$ cat src/rtl/knock_trig_pkg.sv
package knock_trig_pkg;

  // ----------------------------------------------------------------
  // Register offsets and reset values
  // ----------------------------------------------------------------
  localparam logic [7:0] KNOCK_DETECT_CONFIG_ADDR = 8'h47;
  localparam logic [7:0] OVERRANGE_UNDERVOLTAGE_CONFIG_ADDR = 8'h48;
  localparam logic [7:0] CONVERSION_TRIGGER_FILTER_CONFIG_ADDR = 8'h49;
  localparam logic [7:0] KNOCK_DETECT_CONFIG_RESET = 8'h00;
  localparam logic [7:0] OVERRANGE_UNDERVOLTAGE_CONFIG_RESET = 8'h00;
  localparam logic [7:0] CONVERSION_TRIGGER_FILTER_CONFIG_RESET = 8'h00;

  // ----------------------------------------------------------------
  // Writable bit masks; all other bits are reserved
  // ----------------------------------------------------------------
  localparam logic [7:0] KNOCK_DETECT_CONFIG_MASK = 8'h07;
  localparam logic [7:0] OVERRANGE_UNDERVOLTAGE_CONFIG_MASK = 8'h1f;
  localparam logic [7:0] CONVERSION_TRIGGER_FILTER_CONFIG_MASK = 8'he7;

  // ----------------------------------------------------------------
  // Field positions
  // ----------------------------------------------------------------
  localparam int unsigned KNOCK_AXIS_LSB = 0;
  localparam int unsigned TRIPLE_KNOCK_ENABLE_BIT = 2;
  localparam int unsigned OVERRANGE_OUTPUT_SELECT_LSB = 0;
  localparam int unsigned OVERRANGE_PROTECTION_OFF_BIT = 2;
  localparam int unsigned OVERRANGE_DETECTOR_OFF_BIT = 3;
  localparam int unsigned UNDERVOLTAGE_DETECTOR_OFF_BIT = 4;
  localparam int unsigned CONVERSION_TRIGGER_EXTERNAL_BIT = 0;
  localparam int unsigned CONVERSION_TRIGGER_SOURCE_BIT = 1;
  localparam int unsigned ROUNDING_MODE_BIT = 2;
  localparam int unsigned FIRST_ORDER_RECURSIVE_FILTER_ENABLE_BIT = 5;
  localparam int unsigned FIRST_STAGE_RATE_SELECT_BIT = 6;
  localparam int unsigned SECOND_STAGE_DECIMATOR_BYPASS_BIT = 7;

  // ----------------------------------------------------------------
  // Encodings
  // ----------------------------------------------------------------
  localparam logic [1:0] KNOCK_AXIS_X = 2'h0;
  localparam logic [1:0] KNOCK_AXIS_Y = 2'h1;
  localparam logic [1:0] KNOCK_AXIS_Z = 2'h2;
  localparam logic [1:0] OVERRANGE_OUT_FULL_SCALE = 2'h0;
  localparam logic [1:0] OVERRANGE_OUT_HOLD = 2'h1;
  localparam logic [1:0] OVERRANGE_OUT_PASS = 2'h2;
  localparam logic [15:0] FULL_SCALE_POSITIVE = 16'h7fff;
  localparam logic [15:0] FULL_SCALE_NEGATIVE = 16'h8000;

  // ----------------------------------------------------------------
  // Decimation figures
  // ----------------------------------------------------------------
  localparam logic [5:0] FIRST_STAGE_RATIO_SLOW = 6'h20;
  localparam logic [5:0] FIRST_STAGE_RATIO_FAST = 6'h10;
  localparam logic [2:0] ODR_FACTOR_DEFAULT = 3'h1;
  localparam logic [2:0] ODR_FACTOR_SECOND_BYPASS = 3'h2;
  localparam logic [2:0] ODR_FACTOR_FAST_FIRST = 3'h4;

  // ----------------------------------------------------------------
  // Timing
  // ----------------------------------------------------------------
  localparam int unsigned CLOCK_PERIOD_NS = 10;
  localparam int unsigned INTERNAL_CONVERSION_PERIOD_NS = 1000;
  localparam int unsigned INTERNAL_CONVERSION_CYCLES =
    (INTERNAL_CONVERSION_PERIOD_NS + CLOCK_PERIOD_NS - 1) / CLOCK_PERIOD_NS;

endpackage

$ cat src/rtl/conversion_tick_divider.sv
`timescale 1ns/1ps
module conversion_tick_divider #(
  parameter int unsigned PERIOD_CYCLES = knock_trig_pkg::INTERNAL_CONVERSION_CYCLES
) (
  input logic sys_clk,
  input logic sys_rst,
  input logic enable,
  output logic tick
);
  localparam int unsigned CW = (PERIOD_CYCLES > 1) ? $clog2(PERIOD_CYCLES) : 1;
  localparam logic [CW-1:0] LAST = CW'(PERIOD_CYCLES - 1);

  logic [CW-1:0] count_reg;
  logic [CW-1:0] count_next;
  logic tick_reg;
  logic tick_next;

  // Counter restarts whenever the divider is idle, so the first internal
  // start comes a full period after switching back to internal mode
  always_comb
  begin
    count_next = '0;
    tick_next = 1'b0;
    if (enable)
    begin
      if (count_reg == LAST)
      begin
        tick_next = 1'b1;
      end
      else
      begin
        count_next = count_reg + CW'(1);
      end
    end
  end

  always_ff @(posedge sys_clk or posedge sys_rst)
  begin
    if (sys_rst)
    begin
      count_reg <= '0;
      tick_reg <= 1'b0;
    end
    else
    begin
      count_reg <= count_next;
      tick_reg <= tick_next;
    end
  end

  assign tick = tick_reg;
endmodule

$ cat src/rtl/knock_overrange_trigger_config.sv
`timescale 1ns/1ps

// How it works
// (RULE_01) Knock axis field 00, 01, 10 picks X, Y, Z for knock watching.
// (RULE_02) Knock config bit 2 turns triple-knock detection on or off.
// (RULE_03) Overrange config bit 4 set switches the undervoltage detector off.
// (RULE_04) Overrange config bit 3 set disables all overrange detection.
// (RULE_05) Overrange config bit 2 set keeps excitations on during overrange.
// (RULE_06) Overrange output field: full scale with sign, hold last, or pass.
// (RULE_07) No overrange output substitution while output runs in PDM mode.
// (RULE_08) Trigger config bit 7 bypasses second 2x decimator, doubling data rate.
// (RULE_09) Rate bit 0: first stage 32x; rate bit 1: 16x, second stage off.
// (RULE_10) Rate bit set raises data rate fourfold over default.
// (RULE_11) Bit 5 turns equalizer into first-order recursive filter in allowed modes.
// (RULE_12) Rounding bit 0 truncates the high-pass output.
// (RULE_13) Rounding bit 1 adds one to negative truncated values only.
// (RULE_14) Trigger source bit picks frame-sync pin (0) or first interrupt pin (1).
// (RULE_15) External bit 0 makes conversion starts internally, pins ignored.
// (RULE_16) External bit 1 starts conversions on rising edges of selected pin.
// (RULE_17) Knock config sits at 0x47 and resets to 0x00.
// (RULE_18) Reserved bits read zero and ignore writes.
module knock_overrange_trigger_config #(
  parameter int unsigned HPF_WIDTH = 24,
  parameter int unsigned CONVERSION_CYCLES = knock_trig_pkg::INTERNAL_CONVERSION_CYCLES
) (
  input logic sys_clk,
  input logic sys_rst,
  input logic [7:0] regAddr,
  input logic [7:0] regWrData,
  input logic regWrite,
  input logic regRead,
  output logic [7:0] regRdData,
  output logic [2:0] knockAxisSelect,
  output logic tripleKnockEnable,
  output logic undervoltageDetectEnable,
  input logic overrangeRaw,
  output logic overrangeFlag,
  output logic excitationOff,
  input logic pdmMode,
  input logic [15:0] sampleIn,
  input logic sampleValid,
  output logic [15:0] sampleOut,
  output logic sampleOutValid,
  output logic [5:0] firstStageRatio,
  output logic secondStageOn,
  output logic [2:0] odrFactor,
  input logic highPerformanceMode,
  input logic reducedBandwidthMode,
  input logic lowPowerMode,
  input logic equalizerSkip,
  input logic lowpassPathSelect,
  output logic recursiveFilterActive,
  input logic [HPF_WIDTH-1:0] hpfIn,
  input logic hpfValid,
  output logic [15:0] hpfOut,
  output logic hpfOutValid,
  input logic frameSyncPin,
  input logic firstInterruptPin,
  output logic conversionStart
);
  // ----------------------------------------------------------------
  // Register bank
  // ----------------------------------------------------------------
  logic [7:0] knockCfg_reg;
  logic [7:0] knockCfg_next;
  logic [7:0] orCfg_reg;
  logic [7:0] orCfg_next;
  logic [7:0] trigCfg_reg;
  logic [7:0] trigCfg_next;
  logic [7:0] rdData_reg;
  logic [7:0] rdData_next;

  always_comb
  begin
    knockCfg_next = knockCfg_reg;
    orCfg_next = orCfg_reg;
    trigCfg_next = trigCfg_reg;
    rdData_next = rdData_reg;
    if (regWrite)
    begin
      // Masking keeps reserved bits at zero whatever is written
      case (regAddr)
        knock_trig_pkg::KNOCK_DETECT_CONFIG_ADDR:
          knockCfg_next = regWrData & knock_trig_pkg::KNOCK_DETECT_CONFIG_MASK; // [RULE_17] [RULE_18]
        knock_trig_pkg::OVERRANGE_UNDERVOLTAGE_CONFIG_ADDR:
          orCfg_next = regWrData & knock_trig_pkg::OVERRANGE_UNDERVOLTAGE_CONFIG_MASK; // [RULE_18]
        knock_trig_pkg::CONVERSION_TRIGGER_FILTER_CONFIG_ADDR:
          trigCfg_next = regWrData & knock_trig_pkg::CONVERSION_TRIGGER_FILTER_CONFIG_MASK;
        default:
          knockCfg_next = knockCfg_reg;
      endcase
    end
    if (regRead)
    begin
      case (regAddr)
        knock_trig_pkg::KNOCK_DETECT_CONFIG_ADDR:
          rdData_next = knockCfg_reg;
        knock_trig_pkg::OVERRANGE_UNDERVOLTAGE_CONFIG_ADDR:
          rdData_next = orCfg_reg;
        knock_trig_pkg::CONVERSION_TRIGGER_FILTER_CONFIG_ADDR:
          rdData_next = trigCfg_reg;
        default:
          rdData_next = 8'h00;
      endcase
    end
  end

  always_ff @(posedge sys_clk or posedge sys_rst)
  begin
    if (sys_rst)
    begin
      knockCfg_reg <= knock_trig_pkg::KNOCK_DETECT_CONFIG_RESET; // [RULE_17]
      orCfg_reg <= knock_trig_pkg::OVERRANGE_UNDERVOLTAGE_CONFIG_RESET;
      trigCfg_reg <= knock_trig_pkg::CONVERSION_TRIGGER_FILTER_CONFIG_RESET;
      rdData_reg <= 8'h00;
    end
    else
    begin
      knockCfg_reg <= knockCfg_next;
      orCfg_reg <= orCfg_next;
      trigCfg_reg <= trigCfg_next;
      rdData_reg <= rdData_next;
    end
  end

  assign regRdData = rdData_reg;

  // ----------------------------------------------------------------
  // Field decode
  // ----------------------------------------------------------------
  logic [1:0] knockAxis;
  logic [1:0] overrangeOutputSelect;
  logic overrangeDetectorOff;
  logic overrangeProtectionOff;
  logic conversionTriggerExternal;
  logic conversionTriggerSource;
  logic roundingMode;
  logic firstStageRateSelect;
  logic secondStageDecimatorBypass;
  logic overrangeEvent;

  assign knockAxis = knockCfg_reg[knock_trig_pkg::KNOCK_AXIS_LSB +: 2];
  assign overrangeOutputSelect = orCfg_reg[knock_trig_pkg::OVERRANGE_OUTPUT_SELECT_LSB +: 2];
  assign overrangeDetectorOff = orCfg_reg[knock_trig_pkg::OVERRANGE_DETECTOR_OFF_BIT];
  assign overrangeProtectionOff = orCfg_reg[knock_trig_pkg::OVERRANGE_PROTECTION_OFF_BIT];
  assign conversionTriggerExternal = trigCfg_reg[knock_trig_pkg::CONVERSION_TRIGGER_EXTERNAL_BIT];
  assign conversionTriggerSource = trigCfg_reg[knock_trig_pkg::CONVERSION_TRIGGER_SOURCE_BIT];
  assign roundingMode = trigCfg_reg[knock_trig_pkg::ROUNDING_MODE_BIT];
  assign firstStageRateSelect = trigCfg_reg[knock_trig_pkg::FIRST_STAGE_RATE_SELECT_BIT];
  assign secondStageDecimatorBypass =
    trigCfg_reg[knock_trig_pkg::SECOND_STAGE_DECIMATOR_BYPASS_BIT];

  // Code 11 selects no axis, so knock watching goes quiet rather than guess
  always_comb
  begin
    case (knockAxis) // [RULE_01]
      knock_trig_pkg::KNOCK_AXIS_X: knockAxisSelect = 3'h1;
      knock_trig_pkg::KNOCK_AXIS_Y: knockAxisSelect = 3'h2;
      knock_trig_pkg::KNOCK_AXIS_Z: knockAxisSelect = 3'h4;
      default: knockAxisSelect = 3'h0;
    endcase
  end

  assign tripleKnockEnable = knockCfg_reg[knock_trig_pkg::TRIPLE_KNOCK_ENABLE_BIT]; // [RULE_02]
  assign undervoltageDetectEnable =
    ~orCfg_reg[knock_trig_pkg::UNDERVOLTAGE_DETECTOR_OFF_BIT]; // [RULE_03]
  assign overrangeEvent = overrangeRaw & ~overrangeDetectorOff; // [RULE_04]

  // ----------------------------------------------------------------
  // Overrange handling of the sample stream
  // ----------------------------------------------------------------
  logic overrangeFlag_reg;
  logic overrangeFlag_next;
  logic excitationOff_reg;
  logic excitationOff_next;
  logic [15:0] sampleOut_reg;
  logic [15:0] sampleOut_next;
  logic [15:0] lastGood_reg;
  logic [15:0] lastGood_next;
  logic sampleOutValid_reg;
  logic sampleOutValid_next;

  always_comb
  begin
    overrangeFlag_next = overrangeEvent;
    excitationOff_next = overrangeEvent & ~overrangeProtectionOff; // [RULE_05]
    sampleOut_next = sampleOut_reg;
    lastGood_next = lastGood_reg;
    sampleOutValid_next = sampleValid;
    if (sampleValid)
    begin
      sampleOut_next = sampleIn;
      if (!overrangeEvent)
      begin
        lastGood_next = sampleIn;
      end
      else if (!pdmMode) // [RULE_07]
      begin
        case (overrangeOutputSelect) // [RULE_06]
          knock_trig_pkg::OVERRANGE_OUT_FULL_SCALE:
            sampleOut_next = sampleIn[15] ? knock_trig_pkg::FULL_SCALE_NEGATIVE
                                          : knock_trig_pkg::FULL_SCALE_POSITIVE;
          knock_trig_pkg::OVERRANGE_OUT_HOLD:
            sampleOut_next = lastGood_reg;
          default:
            sampleOut_next = sampleIn;
        endcase
      end
    end
  end

  always_ff @(posedge sys_clk or posedge sys_rst)
  begin
    if (sys_rst)
    begin
      overrangeFlag_reg <= 1'b0;
      excitationOff_reg <= 1'b0;
      sampleOut_reg <= 16'h0000;
      lastGood_reg <= 16'h0000;
      sampleOutValid_reg <= 1'b0;
    end
    else
    begin
      overrangeFlag_reg <= overrangeFlag_next;
      excitationOff_reg <= excitationOff_next;
      sampleOut_reg <= sampleOut_next;
      lastGood_reg <= lastGood_next;
      sampleOutValid_reg <= sampleOutValid_next;
    end
  end

  assign overrangeFlag = overrangeFlag_reg;
  assign excitationOff = excitationOff_reg;
  assign sampleOut = sampleOut_reg;
  assign sampleOutValid = sampleOutValid_reg;

  // ----------------------------------------------------------------
  // Decimation and filter controls
  // ----------------------------------------------------------------
  assign firstStageRatio = firstStageRateSelect ? knock_trig_pkg::FIRST_STAGE_RATIO_FAST
                                                : knock_trig_pkg::FIRST_STAGE_RATIO_SLOW; // [RULE_09]
  assign secondStageOn = ~firstStageRateSelect & ~secondStageDecimatorBypass; // [RULE_08] [RULE_09]
  assign odrFactor = firstStageRateSelect ? knock_trig_pkg::ODR_FACTOR_FAST_FIRST // [RULE_10]
                   : secondStageDecimatorBypass ? knock_trig_pkg::ODR_FACTOR_SECOND_BYPASS
                   : knock_trig_pkg::ODR_FACTOR_DEFAULT; // [RULE_08]
  assign recursiveFilterActive =
    trigCfg_reg[knock_trig_pkg::FIRST_ORDER_RECURSIVE_FILTER_ENABLE_BIT] & ~lowpassPathSelect
    & ((highPerformanceMode & equalizerSkip) | reducedBandwidthMode | lowPowerMode); // [RULE_11]

  // ----------------------------------------------------------------
  // High-pass output narrowing
  // ----------------------------------------------------------------
  logic [15:0] hpfTrunc;
  logic [15:0] hpfOut_reg;
  logic [15:0] hpfOut_next;
  logic hpfOutValid_reg;
  logic hpfOutValid_next;

  assign hpfTrunc = hpfIn[HPF_WIDTH-1 -: 16];

  // A negative value never overflows on +1, so no saturation is needed
  always_comb
  begin
    hpfOut_next = hpfOut_reg;
    hpfOutValid_next = hpfValid;
    if (hpfValid)
    begin
      hpfOut_next = hpfTrunc; // [RULE_12]
      if (roundingMode && hpfIn[HPF_WIDTH-1])
      begin
        hpfOut_next = hpfTrunc + 16'h0001; // [RULE_13]
      end
    end
  end

  always_ff @(posedge sys_clk or posedge sys_rst)
  begin
    if (sys_rst)
    begin
      hpfOut_reg <= 16'h0000;
      hpfOutValid_reg <= 1'b0;
    end
    else
    begin
      hpfOut_reg <= hpfOut_next;
      hpfOutValid_reg <= hpfOutValid_next;
    end
  end

  assign hpfOut = hpfOut_reg;
  assign hpfOutValid = hpfOutValid_reg;

  // ----------------------------------------------------------------
  // Conversion start
  // ----------------------------------------------------------------
  logic internalTick;
  logic selectedPin;
  logic externalEdge;
  logic pinPrev_reg;
  logic pinPrev_next;
  logic convStart_reg;
  logic convStart_next;

  conversion_tick_divider #(
    .PERIOD_CYCLES(CONVERSION_CYCLES)
  ) u_divider (
    .sys_clk(sys_clk),
    .sys_rst(sys_rst),
    .enable(~conversionTriggerExternal),
    .tick(internalTick)
  );

  assign selectedPin = conversionTriggerSource ? firstInterruptPin : frameSyncPin; // [RULE_14]
  assign externalEdge = selectedPin & ~pinPrev_reg;

  always_comb
  begin
    pinPrev_next = selectedPin;
    convStart_next = conversionTriggerExternal ? externalEdge // [RULE_16]
                                               : internalTick; // [RULE_15]
  end

  always_ff @(posedge sys_clk or posedge sys_rst)
  begin
    if (sys_rst)
    begin
      pinPrev_reg <= 1'b0;
      convStart_reg <= 1'b0;
    end
    else
    begin
      pinPrev_reg <= pinPrev_next;
      convStart_reg <= convStart_next;
    end
  end

  assign conversionStart = convStart_reg;
endmodule

$ cat config.mk
export PLATFORM = sky130hd
export DESIGN_NAME = knock_overrange_trigger_config
export DESIGN_NICKNAME = d
export VERILOG_FILES = /design/src/rtl/knock_trig_pkg.sv /design/src/rtl/conversion_tick_divider.sv /design/src/rtl/knock_overrange_trigger_config.sv
export SDC_FILE = /design/constraint.sdc
export NUM_CORES = 1
export LEC_CHECK = 0
export BUFFER_PORTS_ARGS = -buffer_cell sky130_fd_sc_hd__buf_2
export CORE_MARGIN = 10
export CORE_UTILIZATION = 52
export CTS_BUF_LIST = sky130_fd_sc_hd__clkbuf_4 sky130_fd_sc_hd__clkbuf_8
export DETAILED_ROUTE_END_ITERATION = 8
export GPL_ROUTABILITY_DRIVEN = 0
export GPL_TIMING_DRIVEN = 0
export HOLD_SLACK_MARGIN = 0.03
export MAX_ROUTING_LAYER = met4
export PLACE_DENSITY = 0.82
export SKIP_LAST_GASP = 1
export SLEW_MARGIN = 5
export SYNTH_ARGS = -nofsm -noshare
export SYNTH_HDL_FRONTEND = slang
export SYNTH_SLANG_ARGS = --single-unit
$ cat constraint.sdc
create_clock -name sys_clk -period 3.1 [get_ports sys_clk]
set_input_delay 0.155 -clock sys_clk [delete_from_list [all_inputs] [get_ports sys_clk]]
set_output_delay 0.155 -clock sys_clk [all_outputs]
set_load 0.01 [all_outputs]
==> results of run 1 <==
-- worst reg2reg max path, delay by kind of cell (launching register included) --
family / cells / cell delay (ps)
buf+inv: 2 / 410
simple gates: 2 / 410
flops: 1 / 410
mux: 1 / 380
-- placed cells by master (no fill, tap or decap), types with 9 or more instances in the layout --
master and n:
inv_1 11, nand2_1 12, a21oi_1 45, nand3_1 10
dfrtp_1 84, nor2_1 46, xnor2_1 12, buf_2 124
mux2_1 14, mux2_2 30, clkbuf_8 9
-- per-stage QoR --
stage,instance area (um2),std cells,setup TNS [ps]
2_1_floorplan,3966,356,0
3_3_place_gp,4686,574,-7295
3_5_place_dp,4716,575,0
4_1_cts,4975,599,0
5_1_grt,4975,599,0
6_report,4975,599,0
-- Yosys cell counts, types with 2 or more instances --
cell / n
dfrtp_1: 84
nand4_1: 3
nor2b_1: 6
nor4b_2: 2
buf_4: 8
nor4_2: 4
nor3_1: 4
nand2_1: 12
a22oi_1: 3
buf_1: 2
mux2_2: 30
nand3_1: 10
nand2_2: 3
a221o_1: 2
mux2_1: 14
clkbuf_1: 5
inv_1: 12
a22o_1: 3
xnor2_1: 12
buf_2: 5
mux2i_1: 4
nor4_1: 2
xor2_1: 6
nand3b_1: 2
o2bb2ai_1: 3
a21oi_1: 45
nor2_1: 46
ha_1: 2
-- area by class of cell --
cell class / count / area (um2) / share of cell area, %
Tap cell: 99 / 123.9 / 2.490
Multi-Input combinational cell: 239 / 1697 / 34.10
Sequential cell: 84 / 2102 / 42.25
Buffer: 21 / 122.6 / 2.465
Clock buffer: 10 / 131.4 / 2.641
Inverter: 12 / 47.55 / 0.9557
Timing Repair Buffer: 128 / 703.2 / 14.13
Clock inverter: 6 / 47.55 / 0.9557
-- per-layer routing --
metal | wire (um) | share of wire [%]
met4 | 110 | 1.1
met1 | 4179 | 42
met5 | 0 | 0
met3 | 738 | 7.4
met2 | 4974 | 50
-- report_power, final --
part,switching (mW),internal (mW)
logic,0.255,0.232
clock network,0.420,0.306
registers,0.0959,1.23
total,0.771,1.76
-- worst max-delay path by stage --
stage,slack (ps),from,end,cells past startpoint
6_report,1400,orCfg_reg[3],lastGood_reg[6],5
5_1_grt,1300,orCfg_reg[3],lastGood_reg[6],5
4_1_cts,1370,orCfg_reg[3],lastGood_reg[6],5
3_5_place_dp,1390,orCfg_reg[3],lastGood_reg[6],5
3_3_place_gp,-90,sys_rst,regRdData[1],2
2_1_floorplan,780,sys_rst,conversionStart,1
-- cell families after synthesis --
family | count (synthesis) | share of synthesized area (%)
xor gates and xnor gates | 18 | 3.986
DFF | 84 | 53.15
AOI/OAI and AO/OA | 60 | 8.858
adders and majority gates | 2 | 0.6326
other | 1 | 0.09482
and+or+nand+nor | 107 | 15.50
buffers and inverters | 33 | 4.239
muxes | 48 | 13.54
-- what timing repair did --
action / CTS / global route
hold endpoints to repair: 36 / 0
hold buffers: 8 / 0
setup endpoints to repair: 0 / 0
setup buffers: 0 / 0
==> run metrics, run 1 <==
Critical Path Most Common Cell nand2_1; Critical Path Start Type flop; setup ws final approximately 1400 ps; Setup Skew approximately 10 ps; Sink Count 84; global-route wire length before repair around 16 mm; die width 107.2 um; core region area 7331 um2; Synth cell types between 40 and 50; via/cell ratio 5.406; critical path type reg2reg; post-synth top area cell dfrtp_1; initial core utilization 53.95%; WL final ~10 mm; Final nets 568; RSZ-0062 raised after global routing no; number of max-cap violations 0; I/O pin total approximately 130; Place WS 1390 ps; WHS Path Cells 2; max incr delay on CP just over 400 ps; reg2reg end lastGood_reg[6]; CP max FO 10; worst-path cell chain inv_1 -> nand2_1 -> nand2_1 -> buf_2 -> mux2_2; 1st-pass router iterations 4; clock root cell clkbuf_8; DRT antenna net count 0; initial antenna violation count 0; die area roughly 11000 um2; clk buf depth 2; worst min-delay path category in2reg; Rows 31; Total GRT Usage 17.81%; TritonCTS clock tree yes; EDFF count, synth 0; antenna cells 0; data arrival time of the worst path around 2000 ps; DR iter-0 viols 94; Hold Crit Endpoint lastGood_reg[7]; worst-margin pin slew about 530 ps; largest net degree at the start of global routing 56; crit share post-route a little over half; flops & latches, synth 84; HPWL Detailed between 7 and 8 mm; slowest stage cell, crit path dfrtp_1; Final Hold Viols 0; crit path buf inv count 2; number of global-route vias before repair ~3400; Layout area overhead 25.78%; Syn Inst Count 353; H-tree depth 3; post-CTS sizing 0; Peak Freq a little under 600 MHz; gr busiest metal met2; vias 3238; fin crit period between 1500 and 2000 ps; family with the most delay on the worst path buffers and inverters; total gr overflow 0; Crit path required time between 3000 and 4000 ps; met2 Resource Use GR roughly 30%; crit end category flop; drt wl/cell around 17 um; status finished, final reports clean; GR Util met3 under 10%; synth top area cells dfrtp_1, mux2_2, a21oi_1; clk_lat worst skew 350 ps; reg2reg start orCfg_reg[3]; Setup-failing EPs final 0; Register-to-Register Path Depth 5; drt drc 0; HP Start sampleIn[7]; Mean Syn Cell Area 11.20 um2; Yosys warnings 0; layout cell share with drive strength beyond 1 38.80%; Rel. slew slack around two thirds; Hold WS about 43 ps; Main synth FF type dfrtp_1; CTS buffer count 9; GR met1 Demand/Resource roughly a fifth; IO buf count approximately 120; power density over cell area slightly above 500 nW/um2; chip height between 100 and 150 um; Synth top area share a little over half; fill count approximately 560; register-to-register setup slack between 1000 and 1500 ps; Util after Layout 67.86%; post-synthesis sequential area ratio 53.15%; clk slew on worst S/H paths 100 ps; Power, Total ~2.5 mW; maximum vdd ir drop roughly 0.21 mV; Synth async-reset ratio 100.0%; Slew Limit Fails 0; Post-Syn Area just under 4000 um2; Lkg Pwr approximately 2.3 nW
(Power assumes the default switching activity.)
==> run 2, diff against run 1 <==
clock period = 1.7 ns   (was 3.1 ns; I/O delays follow)
==> run 2 against run 1 <==
  * Combinational power rose by 88%
  * Worst hold slack improved by 3.5 ps
  * Clock skew rose by 0.57 ps
  * Routed wire length rose by 2.9%
  * Power rose by 82%
  * Global-route usage rose by 1.2 points
  * Clock power rose by 79%
  * Largest power group unchanged
==> run metrics, run 2 (synthesis results as in run 1) <==
status finished, final reports clean (unchanged); Critical Path Start Type flop (unchanged); Total GRT Usage 19.02% (was 17.81%); largest net degree at the start of global routing 41 (was 56); DRT antenna net count 0 (unchanged); Clock Power Share 28.1% (was 28.6%); Rel. slew slack 60.16% (was 64.94%); number of max-cap violations 0 (unchanged); most common cell after layout, fill and taps aside buf_2 (unchanged); worst min-delay path category in2reg (unchanged); drt wl/cell 16.55 um (was 16.70 um); Post-CTS Setup Bufs 0 (unchanged); clk buf depth 2 (unchanged); setup_tns 0 ps (unchanged); data arrival time of the worst path 1840 ps (was 1950 ps); critical path type reg2reg (unchanged); Seq pwr share 52.1% (was 52.2%); Hold WS 46.33 ps (was 42.80 ps); crit end category flop (unchanged); H-tree depth 3 (unchanged); initial core utilization 53.95% (unchanged); Setup-failing EPs final 0 (unchanged); Multi-input gate area 1699 um2 (was 1697 um2); Power, Total 4.611 mW (was 2.535 mW); IO buf count 119 (unchanged); vias 3285 (was 3238); core region area 7331 um2 (unchanged); number of global-route vias before repair 3520 (was 3391); Lkg Pwr 2.455 nW (was 2.348 nW); Util after Layout 71.09% (was 67.86%); Final nets 591 (was 568); Rows 31 (unchanged); chip height 107.2 um (unchanged); clk_lat worst skew 350 ps (about the same); CP max FO 10 (unchanged); fill count 557 (was 556); Layout area overhead 31.76% (was 25.78%); Peak Freq 622.9 MHz (was 587.0 MHz); most frequent cells in the layout buf_2, dfrtp_1, nor2_1, a21oi_1 (was buf_2, dfrtp_1, nor2_1, a21oi_1, mux2_2); dpl cell area 4730 um2 (was 4716 um2); die width 107.2 um (unchanged); design area 5211 um2 (was 4975 um2); Setup Skew 11.02 ps (was 10.45 ps); 1st-pass router iterations 4 (unchanged); fin crit period 1605 ps (was 1704 ps); via/cell ratio 5.281 (was 5.406); clk slew on worst S/H paths 90 ps (was 100 ps); Switching Share 28.62% (was 30.43%); HPWL Detailed 7.679 mm (was 7.606 mm); TritonCTS clock tree yes (unchanged); maximum vdd ir drop 0.4975 mV (was 0.2142 mV); layout cell share with drive strength beyond 1 37.67% (was 38.80%); Slew Limit Fails 0 (unchanged); die area 11490 um2 (unchanged); crit share post-route 94.43% (was 54.95%); antenna cells 0 (unchanged); power density over cell area 884.9 nW/um2 (was 509.7 nW/um2); Crit path required time 1940 ps (was 3350 ps); register area 2102 um2 (unchanged); combinational share of power 19.8% (was 19.2%); DR iter-0 viols 92 (was 94); Final Hold Viols 0 (unchanged); Sink Count 84 (unchanged); initial antenna violation count 0 (unchanged); NetSw 1.320 mW (was 771.4 uW); global-route wire length before repair 17.17 mm (was 16.28 mm); drt drc 0 (unchanged); total gr overflow 0 (unchanged); I/O pin total 132 (unchanged); internal power 3.291 mW (was 1.764 mW); clock root cell clkbuf_8 (unchanged); CTS buffer count 9 (unchanged); worst-margin pin slew 596.1 ps (was 525.9 ps); WL final 10.30 mm (was 10.00 mm)
==> run 2: what timing repair did <==
| item | 4_1_cts | 5_1_grt |
|---|---|---|
| hold buffers | 30 | 0 |
| endpoints found under the hold margin | 54 | 0 |
| gates resized for setup | 0 | 3 |
| setup endpoints to repair | 0 | 14 |
==> run 2: final cells by class <==
class / count / area share (%)
buffer: 21 / 2.377
clock buffer: 12 / 2.929
clock inverter: 4 / 0.4802
inverter: 12 / 0.9364
multi-input combinational: 239 / 32.61
sequential: 84 / 40.34
tap: 99 / 2.377
timing repair buffer: 151 / 17.96
==> run 2: per-layer routing <==
metal	share of wire, %	global-route usage, %	vias up
li1	-	-	1553
met1	43	22.75	1597
met2	50	31.02	119
met3	5.2	3.772	16
met4	1.7	7.253	0
met5	0	-	-
==> run 2: power groups by stage <==
stage / clock [mW] / combinational (mW) / sequential [mW]
detailed placement: 0 / 0.866 / 2.44
global route: 1.42 / 1.01 / 2.44
CTS: 1.32 / 0.922 / 2.40
finish: 1.30 / 0.915 / 2.40
floorplan: 0 / 0.492 / 2.45
global placement: 0 / 0.823 / 2.42
==> run 2: worst paths after layout <==
kind	start	slack, ps	depth (start not counted)	endpoint
min in group asynchronous	sys_rst	300	3	hpfOut[12]
setup / recovery	orCfg_reg[1]	90	5	sampleOut[1]
max in group asynchronous	sys_rst	640	5	u_divider.count_reg[6]
hold reg to reg	orCfg_reg[2]	490	1	excitationOff
setup reg to reg	orCfg_reg[1]	90	5	sampleOut[1]
hold / removal	hpfIn[18]	50	3	hpfOut[10]
==> run 2: through the flow <==
| stage | worst slack (ps) | std cells |
|---|---|---|
| 3_3_place_gp | 50.40 | 574 |
| 5_1_grt | -6.908 | 622 |
| 4_1_cts | 18.30 | 622 |
| 2_1_floorplan | 290.1 | 356 |
| 6_report | 94.72 | 622 |
| 3_5_place_dp | 28.76 | 576 |
==> run 2: critical path, stage by stage (launching register included) <==
cell,delay [ps]
dfrtp_1,420
nor4b_2,330
buf_4,230
buf_6,160
a21oi_1,80
mux2_2,270
